--- config.mk ---
export PLATFORM = sky130hd
export DESIGN_NAME = serial_tx
export DESIGN_NICKNAME = d
export VERILOG_FILES = /design/src/core/serial_tx_pkg.sv /design/src/core/serial_tx.sv /design/src/core/serial_baud_gen.sv
export SDC_FILE = /design/constraint.sdc
export NUM_CORES = 1
export LEC_CHECK = 0
export BUFFER_PORTS_ARGS = -buffer_cell sky130_fd_sc_hd__buf_4
export CORE_MARGIN = 8
export CORE_UTILIZATION = 35
export DETAILED_ROUTE_END_ITERATION = 16
export PLACE_DENSITY = 0.5
export SETUP_SLACK_MARGIN = 0.15
export SYNTH_ARGS = -nofsm -noshare
export SYNTH_HDL_FRONTEND = slang
export SYNTH_SLANG_ARGS = --single-unit
export TNS_END_PERCENT = 100
--- constraint.sdc ---
create_clock -name clk_sys -period 3.6 [get_ports clk_sys]
set_clock_uncertainty 0.1 [all_clocks]
set_input_delay 0.18 -clock clk_sys [delete_from_list [all_inputs] [get_ports clk_sys]]
set_output_delay 0.18 -clock clk_sys [all_outputs]
set_load 0.01 [all_outputs]
--- src/core/serial_tx_pkg.sv ---
// Purpose: shared constants and types for the async serial transmitter
// Assumes: 25 MHz system clock, instruction cycle of four clocks
// Notes: register offsets are word addresses on the plain register port
package serial_tx_pkg;
	// register offsets
	localparam logic [3:0] OFS_TX_CTRL = 4'h0;
	localparam logic [3:0] OFS_RX_CTRL = 4'h1;
	localparam logic [3:0] OFS_BAUD_CTRL = 4'h2;
	localparam logic [3:0] OFS_BAUD_DIV = 4'h3;
	localparam logic [3:0] OFS_TX_BUF = 4'h4;
	localparam logic [3:0] OFS_STATUS = 4'h5;
	// transmit_control_reg fields
	localparam int BIT_TX9 = 6;
	localparam int BIT_TRANSMIT_ENABLE = 5;
	localparam int BIT_SYNC = 4;
	localparam int BIT_STOP2 = 3;
	localparam int BIT_TX9D = 0;
	// receive_control_reg field
	localparam int BIT_SERIAL_PORT_ENABLE = 7;
	// baud_control_reg fields
	localparam int BIT_POL = 4;
	localparam int BIT_BRG16 = 3;
	// status fields
	localparam int BIT_EMPTY = 0;
	localparam int BIT_BUSY = 1;
	localparam int BIT_SHIFT_EMPTY = 2;
	// reset values
	localparam logic [7:0] RST_CTRL = 8'h00;
	localparam logic [15:0] RST_DIV = 16'h0000;
	// timing: one instruction cycle is four system clocks
	localparam int CLK_PER_TCY = 4;
	localparam int FRAME_BITS_MAX = 12;
	// register port request
	typedef struct packed
	{
		logic [3:0] addr;
		logic [15:0] wdata;
		logic wr;
		logic rd;
	} reg_req_t;
	// frame handed to the shifter
	typedef struct packed
	{
		logic [8:0] data;
		logic nine;
		logic two_stop;
	} frame_t;
endpackage

--- src/core/serial_tx.sv ---
// Purpose: asynchronous serial transmitter with one-entry buffer
// Assumes: register port strobes one cycle, read data the cycle after
// Notes: no parity hardware; ninth bit comes from software
//
// Decided for this implementation: the strobed register port and the address map.
`timescale 1ns/1ps
module serial_tx
	import serial_tx_pkg::*;
(
	// clock and reset
	input wire logic clk_sys,
	input wire logic rst_n,
	// register port
	input wire serial_tx_pkg::reg_req_t reg_req,
	output logic [15:0] rdata,
	// serial pin
	output logic serial_out_pin_o,
	output logic serial_out_pin_oe,
	// status level
	output logic transmit_buffer_empty_flag
);
	import serial_tx_pkg::*;

	typedef enum {ST_IDLE, ST_START, ST_DATA, ST_STOP} tx_state_t;

	localparam int FLAG_DELAY = 2 * CLK_PER_TCY;

	logic [7:0] transmit_control_reg_r;
	logic [7:0] receive_control_reg_r;
	logic [7:0] baud_control_reg_r;
	logic [15:0] baud_div_r;
	logic [8:0] transmit_buffer_r;
	logic buf_full_r;
	logic [3:0] flag_hold_r;
	frame_t transmit_shifter_r;
	tx_state_t state_r;
	logic [3:0] bit_idx_r;
	logic stop_left_r;
	logic line_r;
	logic [15:0] rdata_r;
	logic transmit_enable;
	logic serial_port_enable;
	logic active;
	logic polarity_invert;
	logic load;
	logic tick;
	logic shifter_empty;
	logic buf_wr;
	logic [3:0] last_idx;

	assign transmit_enable = transmit_control_reg_r[BIT_TRANSMIT_ENABLE];
	assign serial_port_enable = receive_control_reg_r[BIT_SERIAL_PORT_ENABLE];
	// all three controls must agree before anything is sent
	assign active = transmit_enable && !transmit_control_reg_r[BIT_SYNC]
		&& serial_port_enable;
	// inversion only means data polarity in asynchronous mode
	assign polarity_invert = baud_control_reg_r[BIT_POL]
		&& !transmit_control_reg_r[BIT_SYNC];
	assign buf_wr = reg_req.wr && (reg_req.addr == OFS_TX_BUF);
	assign shifter_empty = (state_r == ST_IDLE);
	// buffer moves to shifter whenever the shifter is free and the transmitter is active
	assign load = active && buf_full_r && shifter_empty;
	assign last_idx = transmit_shifter_r.nine ? 4'h8 : 4'h7;

	// baud generator held in restart while idle so start is a full period
	serial_baud_gen u_baud
	(
		.clk_sys(clk_sys),
		.rst_n(rst_n),
		.restart(shifter_empty),
		.wide_div(baud_control_reg_r[BIT_BRG16]),
		.div(baud_div_r),
		.tick(tick)
	);

	// control registers written by software
	always_ff @(posedge clk_sys or negedge rst_n)
	begin
		if (!rst_n)
		begin
			transmit_control_reg_r <= RST_CTRL;
			receive_control_reg_r <= RST_CTRL;
			baud_control_reg_r <= RST_CTRL;
			baud_div_r <= RST_DIV;
		end
		else if (reg_req.wr)
		begin
			case (reg_req.addr)
				OFS_TX_CTRL: transmit_control_reg_r <= reg_req.wdata[7:0];
				OFS_RX_CTRL: receive_control_reg_r <= reg_req.wdata[7:0];
				OFS_BAUD_CTRL: baud_control_reg_r <= reg_req.wdata[7:0];
				OFS_BAUD_DIV: baud_div_r <= reg_req.wdata;
				default: ;
			endcase
		end
	end

	// one-entry buffer; the ninth bit is software's parity or data
	always_ff @(posedge clk_sys or negedge rst_n)
	begin
		if (!rst_n)
		begin
			transmit_buffer_r <= 9'h000;
			buf_full_r <= 1'b0;
		end
		else if (buf_wr)
		begin
			transmit_buffer_r <= {transmit_control_reg_r[BIT_TX9D],
				reg_req.wdata[7:0]};
			buf_full_r <= 1'b1;
		end
		else if (!active)
			buf_full_r <= 1'b0;
		else if (load)
			buf_full_r <= 1'b0;
	end

	// empty flag held low for two instruction cycles after a write
	always_ff @(posedge clk_sys or negedge rst_n)
	begin
		if (!rst_n)
			flag_hold_r <= 4'h0;
		else if (buf_wr)
			flag_hold_r <= 4'(FLAG_DELAY - 1);
		else if (flag_hold_r != 4'h0)
			flag_hold_r <= flag_hold_r - 4'h1;
	end
	// no software path writes the flag; it follows enable and buffer
	assign transmit_buffer_empty_flag = transmit_enable && !buf_full_r
		&& (flag_hold_r == 4'h0 || !buf_wr && flag_hold_r == 4'h0);

	// frame sequencer; a load happens the cycle the shifter goes idle
	always_ff @(posedge clk_sys or negedge rst_n)
	begin
		if (!rst_n)
		begin
			state_r <= ST_IDLE;
			transmit_shifter_r <= '0;
			bit_idx_r <= 4'h0;
			stop_left_r <= 1'b0;
		end
		else if (!active)
			state_r <= ST_IDLE;
		else
		begin
			case (state_r)
				ST_IDLE:
				begin
					if (load)
					begin
						transmit_shifter_r <= '{data: transmit_buffer_r,
							nine: transmit_control_reg_r[BIT_TX9],
							two_stop: transmit_control_reg_r[BIT_STOP2]};
						state_r <= ST_START;
					end
				end
				ST_START:
				begin
					if (tick)
					begin
						bit_idx_r <= 4'h0;
						state_r <= ST_DATA;
					end
				end
				ST_DATA:
				begin
					if (tick)
					begin
						transmit_shifter_r.data <= {1'b0,
							transmit_shifter_r.data[8:1]};
						bit_idx_r <= bit_idx_r + 4'h1;
						if (bit_idx_r == last_idx)
						begin
							stop_left_r <= transmit_shifter_r.two_stop;
							state_r <= ST_STOP;
						end
					end
				end
				ST_STOP:
				begin
					if (tick)
					begin
						if (stop_left_r)
							stop_left_r <= 1'b0;
						else
							state_r <= ST_IDLE;
					end
				end
				default: state_r <= ST_IDLE;
			endcase
		end
	end

	// line level with polarity applied, registered for a clean pin
	always_ff @(posedge clk_sys or negedge rst_n)
	begin
		if (!rst_n)
			line_r <= 1'b1;
		else
		begin
			case (state_r)
				ST_START: line_r <= 1'b0 ^ polarity_invert;
				ST_DATA: line_r <= transmit_shifter_r.data[0]
					^ polarity_invert;
				ST_STOP: line_r <= 1'b1 ^ polarity_invert;
				default: line_r <= 1'b1 ^ polarity_invert;
			endcase
		end
	end
	assign serial_out_pin_o = line_r;
	assign serial_out_pin_oe = serial_port_enable;

	// read data one cycle after the strobe; unmapped reads zero
	always_ff @(posedge clk_sys or negedge rst_n)
	begin
		if (!rst_n)
			rdata_r <= 16'h0000;
		else if (reg_req.rd)
		begin
			case (reg_req.addr)
				OFS_TX_CTRL: rdata_r <= {8'h00, transmit_control_reg_r};
				OFS_RX_CTRL: rdata_r <= {8'h00, receive_control_reg_r};
				OFS_BAUD_CTRL: rdata_r <= {8'h00, baud_control_reg_r};
				OFS_BAUD_DIV: rdata_r <= baud_div_r;
				OFS_STATUS: rdata_r <= {13'h0000, shifter_empty,
					!shifter_empty, transmit_buffer_empty_flag};
				default: rdata_r <= 16'h0000; // shifter is never readable
			endcase
		end
		else
			rdata_r <= 16'h0000;
	end
	assign rdata = rdata_r;
endmodule // serial_tx

--- src/core/serial_baud_gen.sv ---
// Purpose: baud tick generator, 8-bit or 16-bit divider of the clock
// Assumes: tick period is (div+1) instruction cycles, only the low byte of div counting in 8-bit mode
// Notes: restarts whenever restart is high so a frame starts aligned
`timescale 1ns/1ps
module serial_baud_gen
	import serial_tx_pkg::*;
(
	// clock and reset
	input wire logic clk_sys,
	input wire logic rst_n,
	// control
	input wire logic restart,
	input wire logic wide_div,
	input wire logic [15:0] div,
	// output
	output logic tick
);
	logic [1:0] tcy_cnt_r;
	logic [15:0] cnt_r;
	logic tcy_en;
	logic [15:0] limit;
	// the two-bit prescaler below only serves a four-clock cycle
	if (CLK_PER_TCY != 4)
	begin : g_tcy_check
		$error("serial_baud_gen serves an instruction cycle of 4 clocks");
	end
	// instruction-cycle enable from the system clock
	always_ff @(posedge clk_sys or negedge rst_n)
	begin
		if (!rst_n)
			tcy_cnt_r <= 2'h0;
		else if (restart)
			tcy_cnt_r <= 2'h0;
		else
			tcy_cnt_r <= tcy_cnt_r + 2'h1;
	end
	assign tcy_en = (tcy_cnt_r == 2'h3);
	// 8-bit mode ignores the upper divider byte
	assign limit = wide_div ? div : {8'h00, div[7:0]};
	// divider counts instruction cycles
	always_ff @(posedge clk_sys or negedge rst_n)
	begin
		if (!rst_n)
			cnt_r <= 16'h0000;
		else if (restart)
			cnt_r <= 16'h0000;
		else if (tcy_en)
			cnt_r <= (cnt_r >= limit) ? 16'h0000 : cnt_r + 16'h0001;
	end
	assign tick = tcy_en && (cnt_r >= limit);
endmodule // serial_baud_gen

# After elaboration in Yosys (flattened, before gate mapping)
# Index checks and enable logic that the tools add are counted.
[totals]
wordCells = 112
output_inout_bits = 19
input_bits = 24
ff_bits = 137
[op_classes]
n_mux = 32
order_cmp = 1
addsub = 4
bitwise = 2
eq_ne = 22
n_reduce_logical = 34
[ops]
columns = ["cell", "count"]
rows = [
  ["32-bit 2-to-1 mux", 7],
  ["32-bit case mux with 4 select lines", 1],
  ["16-bit 2-to-1 mux", 5],
  ["16-bit case mux with 5 select lines", 1],
  ["32-bit by 2-bit equality test with 1-bit output, second input constant", 2],
  ["32-bit zero test", 2],
  ["32-bit by 1-bit equality test with 1-bit output, second input constant", 1],
  ["4-bit 2-to-1 mux", 5],
  ["3-bit inequality test, second input constant", 6],
  ["9-bit case mux with 2 select lines", 1],
  ["16-bit by 1-bit adder with 16-bit output, second input constant", 1],
  ["16-bit greater-or-equal comparator", 1],
  ["11-bit 2-to-1 mux", 1],
  ["1-bit logical AND", 10],
  ["2-bit inequality test, second input constant", 5],
  ["2-bit nonzero test", 5],
  ["9-bit 2-to-1 mux", 1],
  ["4-bit by 2-bit equality test with 1-bit output, second input constant", 2],
  ["4-bit by 3-bit equality test with 1-bit output, second input constant", 2],
  ["4-bit zero test", 2],
  ["4-bit case mux with 2 select lines", 1],
  ["2-bit AND reduction", 4],
  ["4-bit AND reduction", 2],
  ["1-bit 2-to-1 mux", 6],
  ["17 further kinds", 21],
]

# Longest topological paths before layout
[depth]
depth_word = 8
mapped_depth = 11
ltp_nobuf = 8

# Modules after synthesis
# A second synthesis with hierarchy kept.
[unflattened]
hier_cells = 496
hier_area_um2 = 5536.6
[by_module_without_submodules]
columns = ["module", "cells_per_inst", "area_each_um2", "seq_area_each_um2", "n_inst"]
rows = [
  ["serial_tx", 331, 4076.4, 2228.4, 1],
  ["serial_baud_gen", 165, 1460.2, 450.4, 1],
]

# Worst setup path after synthesis
# Ideal clock, no wire load.
[synth_timing]
path_kind = "reg2reg"
from = "register baud_control_reg_r[3]"
to = "register transmit_shifter_r[2] (netlist bit)"
synth_period_minus_slack_ns = 2.766
t_arrival_ns = 2.541
n_path_buf = 2
setup_ns = 0.125
stages_incl_launch_ff = 11
path_slack_ns = 0.834
t_required_ns = 3.375
cell_sequence = "dfrtp_1 clkbuf_1 nand2_1 ha_1 nand4_2 nor3_2 or4b_4 a31oi_1 a31o_1 buf_6 mux2_4"
[synth_between]
elab_chain_len = 5
[synth_lines]
columns = ["element", "line_no", "rtl"]
rows = [
  ["start, declared", "serial_tx.sv:30", "logic [7:0] baud_control_reg_r;"],
  ["start signal, assigned", "serial_tx.sv:91", "OFS_BAUD_CTRL: baud_control_reg_r <= reg_req.wdata[7:0];"],
  ["16-bit 2-to-1 mux", "serial_baud_gen.sv:39", "assign limit = wide_div ? div : {8'h00, div[7:0]};"],
  ["16-bit greater-or-equal comparator", "serial_baud_gen.sv:50", "assign tick = tcy_en && (cnt_r >= limit);"],
  ["1-bit logical AND", "serial_baud_gen.sv:50", ""],
  ["2-bit inequality test (no source line)", "n/a", ""],
  ["4-bit AND reduction (no source line)", "n/a", ""],
  ["end signal, assigned", "serial_tx.sv:151", "transmit_shifter_r <= '{data: transmit_buffer_r,"],
  ["end, declared", "serial_tx.sv:35", "frame_t transmit_shifter_r;"],
]
# Every way passes these cells.
# A chain may end at the register's enable or synchronous reset.

# Worst setup path in the final report
[layout_timing]
from = "register baud_control_reg_r[3]"
to = "register transmit_shifter_r[9] (netlist bit)"
# Same word-level chain as after synthesis.

==> results.sh <==
export IMPL_first_iter_violations=244
export IMPL_clk_root_buffer_cell="sky130_fd_sc_hd__clkbuf_16"
export IMPL_n_fill_cell=1428
export IMPL_grt_pass1_vias=3602
export IMPL_stdcell_count=699
export IMPL_layout_core_utilization=0.416
export IMPL_synthesis_instances=447
export IMPL_dr_total_vias=3628
export IMPL_timing_max_cap_violations=0
export IMPL_initial_utilization=0.353
export IMPL_netSwitchingFraction=0.280
export IMPL_die_w_um=139
export IMPL_synth_top_cell_by_area="sky130_fd_sc_hd__dfrtp_1"
export IMPL_timing_setup_critical_path_class="flop to flop"
export IMPL_cts_clock_pin_slew_for_the_worst_setup_and_hold_paths_ns=0.08
export IMPL_endpoint_kind="flop"
export IMPL_pwr_share_comb=0.163
export IMPL_switching_power_mw=0.825
export IMPL_placedCellCount=665
export IMPL_worst_path_dominant_cell_family="simple AND/OR/NAND/NOR gates"
export IMPL_first_pass_grt_wire_length_um=20200
export IMPL_post_cts_resized=0
export IMPL_holdCritPathClass="primary input to flop"
export IMPL_fin_nets=555
export IMPL_timing_critical_path_cells="nand2_1 > ha_1 > nand4_2 > nor3_2 > or4b_4 > a31oi_1 > a31o_1 > mux2_4"
export IMPL_finalHoldViolations=0
export IMPL_post_cts_buffers=0
export IMPL_routed_wire_length_um=12300
export IMPL_ir_drop_mv=0.276
export IMPL_routedWlPerCell_um=17.6
export IMPL_antennaDiodeCount=0
export IMPL_syn_mean_instance_area_um2=11.8
export IMPL_timing_hold_ws_ns=0.0125
export IMPL_timing_critical_path_from_type="flop"
export IMPL_ios=43
export IMPL_worst_slew_margin_rel=0.509
export IMPL_synth_top_flop_cell="sky130_fd_sc_hd__dfrtp_1"
export IMPL_cts_htree_levels=3
export IMPL_clkPwrFrac=0.335
export IMPL_intPower_mw=2.12
export IMPL_p_leak_nw=2.85
export IMPL_numClockSinks=107
export IMPL_slew_violations=0
export IMPL_syn2layout_area_growth_pct=17.9
export IMPL_worstPathBufferInverterCount=0
export IMPL_die_h_um=139
export IMPL_design_core_area_um2=15000
export IMPL_syn_nets=496
export IMPL_async_sr_flop_fraction=1.00
export IMPL_hold_buffers=18
export IMPL_highest_cell_delay_on_the_worst_timing_path_ns=0.53
export IMPL_antenna_violating_nets_post_route=0
export IMPL_max_slew_worst_pin_slew_ns=0.737
export IMPL_finalWorstPathRequiredPeriod_ns=3.13
export IMPL_post_route_period_util=0.869
export IMPL_cts_buffer_count=9
export IMPL_drt_pre_antenna_iters=4
export IMPL_totalNegativeSetupSlack_ns=0
export IMPL_gr_usage_all_layers=0.133
export IMPL_globalRouteOverflowTotal=0
export IMPL_r2r_worst_path_cells=8
export IMPL_critical_path_required_ns=3.74
export IMPL_antenna_found_initial=0
export IMPL_setup_violations_final=0
export IMPL_routed_via_density=5.19
export IMPL_floorplan_die_area_um2=19300
export IMPL_fraction_of_layout_instances_using_a_drive_strength_above_1=0.264
export IMPL_cts_tree="done"
export IMPL_cts_root_to_sink_buffers=2
export IMPL_finalPower_mw=2.94
export IMPL_syn_cell_area_um2=5290
export IMPL_yosys_cell_types_count=60
export IMPL_power_density_nw_per_um2=472
export IMPL_rsz_0062_raised_after_global_routing="false"
export IMPL_hold_path_depth=2
export IMPL_grt_start_max_net_pins=42
export IMPL_largest_driver_fanout_on_the_critical_path=10
export IMPL_synth_seq_area_share=0.507
export IMPL_total_number_of_cells_along_the_worst_setup_path=8
export IMPL_synth_edf_count=0
export IMPL_synth_top_cell_area_share=0.502
export IMPL_drc_errors=0
export IMPL_num_rows=45
export IMPL_dp_final_hpwl_um=8790
export IMPL_status="finished clean"
export IMPL_share_seq_of_total_power=0.502
export IMPL_crit_arrival_ns=3.27
export IMPL_worst_skew_pair_late_latency_ns=0.36
export IMPL_io_buffers=42
export IMPL_ys_seq_elements=107
export IMPL_synth_top_cells_by_area="sky130_fd_sc_hd__dfrtp_1, sky130_fd_sc_hd__mux2_2, sky130_fd_sc_hd__ha_1"
export IMPL_crit_path_top_delay_cell="sky130_fd_sc_hd__a31o_1"
export IMPL_gp_congestion=0.764
export IMPL_synthesis_yosys_warnings=0
export IMPL_max_freq_mhz=320
==> registers in the layout, summed over array words and instances, names as in the netlist, 2 cells and up <==
name and cells:
u_baud.tcy_cnt_r 2, state_r 2, flag_hold_r 4, receive_control_reg_r 8
transmit_shifter_r 11, u_baud.cnt_r 16, baud_control_reg_r 8, bit_idx_r 4
baud_div_r 16, transmit_buffer_r 9, transmit_control_reg_r 8, rdata 16
==> worst reg2reg max path, stage by stage (launching register included) <==
cell and delay (ns):
sky130_fd_sc_hd__dfrtp_1 0.49, sky130_fd_sc_hd__nand2_1 0.10, sky130_fd_sc_hd__ha_1 0.32, sky130_fd_sc_hd__nand4_2 0.13, sky130_fd_sc_hd__nor3_2 0.21, sky130_fd_sc_hd__or4b_4 0.52, sky130_fd_sc_hd__a31oi_1 0.25, sky130_fd_sc_hd__a31o_1 0.53
sky130_fd_sc_hd__mux2_4 0.35
==> synth_stat cells (all sizes together), types with 3 or more instances <==
library cell / instances
mux2i: 4
clkbuf: 12
a31oi: 15
dfrtp: 106
and3: 9
mux2: 53
nand2: 42
a21oi: 19
nor2b: 7
a22o: 9
o21ai: 20
and2: 9
inv: 18
nor2: 18
ha: 25
nand4: 4
a22oi: 3
nand2b: 7
nor3: 5
and4: 3
mux4: 8
nand3: 12
buf: 6
==> logic make-up (layout without fill, tap and decap cells) <==
logic type,Yosys count,count (layout),synth area share
compound gates,83,83,0.104
xor+xnor,1,1,0.00166
fa+ha+maj,25,25,0.0592
buf+inv,36,100,0.0362
flops,107,107,0.507
mux,65,65,0.160
simple gates,130,130,0.132
==> power by group through the flow <==
| stage | Clock [mW] | Sequential, mW | Combinational, mW |
|---|---|---|---|
| floorplan | 0 | 1.46 | 0.332 |
| global placement | 0 | 1.50 | 0.458 |
| detailed placement | 0 | 1.50 | 0.473 |
| CTS | 1.02 | 1.48 | 0.490 |
| global route | 1.07 | 1.50 | 0.538 |
| finish | 0.984 | 1.48 | 0.480 |
==> final timing paths <==
kind                       slack [ns]                         startpoint                                end
setup / recovery                 0.47  baud_control_reg_r[3]$_DFFE_PN0P_  transmit_shifter_r[9]$_DFFE_PN0P_
hold / removal                   0.01                         reg_req[0]                 rdata[0]$_DFF_PN0_
setup reg to reg                 0.47  baud_control_reg_r[3]$_DFFE_PN0P_  transmit_shifter_r[9]$_DFFE_PN0P_
hold reg to reg                  0.36      u_baud.tcy_cnt_r[0]$_DFF_PN0_      u_baud.tcy_cnt_r[0]$_DFF_PN0_
max in group asynchronous        2.27                              rst_n          baud_div_r[5]$_DFFE_PN0P_
min in group asynchronous        0.26                              rst_n           bit_idx_r[0]$_DFFE_PN0P_
==> metal layers <==
metal	global-route usage	routed length (µm)	vias to the layer above
met5	0	0	-
met4	0.0399	153	0
met3	0.0403	514	11
met2	0.210	5810	47
met1	0.171	5820	1825
li1	-	-	1745
==> final cells by class <==
type | instances | area, µm² | share of cell area
clock buffers | 9 | 225 | 0.0361
clock inverters | 7 | 70.1 | 0.0112
inverters | 18 | 67.6 | 0.0108
multi-input cells | 304 | 2420 | 0.388
flip-flops and latches | 107 | 2680 | 0.430
well taps | 188 | 235 | 0.0377
repair buffers | 66 | 541 | 0.0867
==> stage by stage <==
stage / area [µm²] / worst slack (ns)
floorplan: 5290 / 0.834
global placement: 5760 / 0.524
detailed placement: 5760 / 0.468
CTS: 6230 / 0.445
global route: 6230 / 0.268
finish: 6230 / 0.473
==> cell usage in the layout (no fill, tap or decap), types with 2 or more instances in the layout <==
cell type / Yosys / routed
sky130_fd_sc_hd__nor2_1: 17 / 17
sky130_fd_sc_hd__buf_4: 1 / 48
sky130_fd_sc_hd__nor3b_1: 2 / 2
sky130_fd_sc_hd__mux2_2: 45 / 45
sky130_fd_sc_hd__a41oi_1: 2 / 2
sky130_fd_sc_hd__o21ai_0: 19 / 19
sky130_fd_sc_hd__and3_1: 9 / 9
sky130_fd_sc_hd__a22oi_1: 3 / 3
sky130_fd_sc_hd__dlygate4sd3_1: 0 / 18
sky130_fd_sc_hd__inv_1: 18 / 18
sky130_fd_sc_hd__mux2_4: 8 / 8
sky130_fd_sc_hd__nand4_1: 3 / 3
sky130_fd_sc_hd__nor4b_1: 2 / 2
sky130_fd_sc_hd__and4_1: 2 / 2
sky130_fd_sc_hd__a22o_1: 9 / 9
sky130_fd_sc_hd__clkinv_4: 0 / 2
sky130_fd_sc_hd__clkbuf_16: 0 / 9
sky130_fd_sc_hd__dfrtp_1: 106 / 106
sky130_fd_sc_hd__nor2b_1: 7 / 7
sky130_fd_sc_hd__nand4b_1: 2 / 2
sky130_fd_sc_hd__and2_1: 9 / 9
sky130_fd_sc_hd__nand3_1: 12 / 12
sky130_fd_sc_hd__a21oi_1: 19 / 19
sky130_fd_sc_hd__inv_6: 0 / 2
sky130_fd_sc_hd__a31oi_1: 14 / 14
sky130_fd_sc_hd__nor4_1: 2 / 2
sky130_fd_sc_hd__nor3_1: 4 / 4
sky130_fd_sc_hd__nand2_1: 42 / 42
sky130_fd_sc_hd__mux4_2: 8 / 8
sky130_fd_sc_hd__ha_1: 25 / 25
sky130_fd_sc_hd__mux2i_1: 4 / 4
sky130_fd_sc_hd__a21o_1: 2 / 2
sky130_fd_sc_hd__o2bb2ai_1: 2 / 2
sky130_fd_sc_hd__nand2b_1: 7 / 7
No activity file was read; power rests on OpenSTA's default activity.
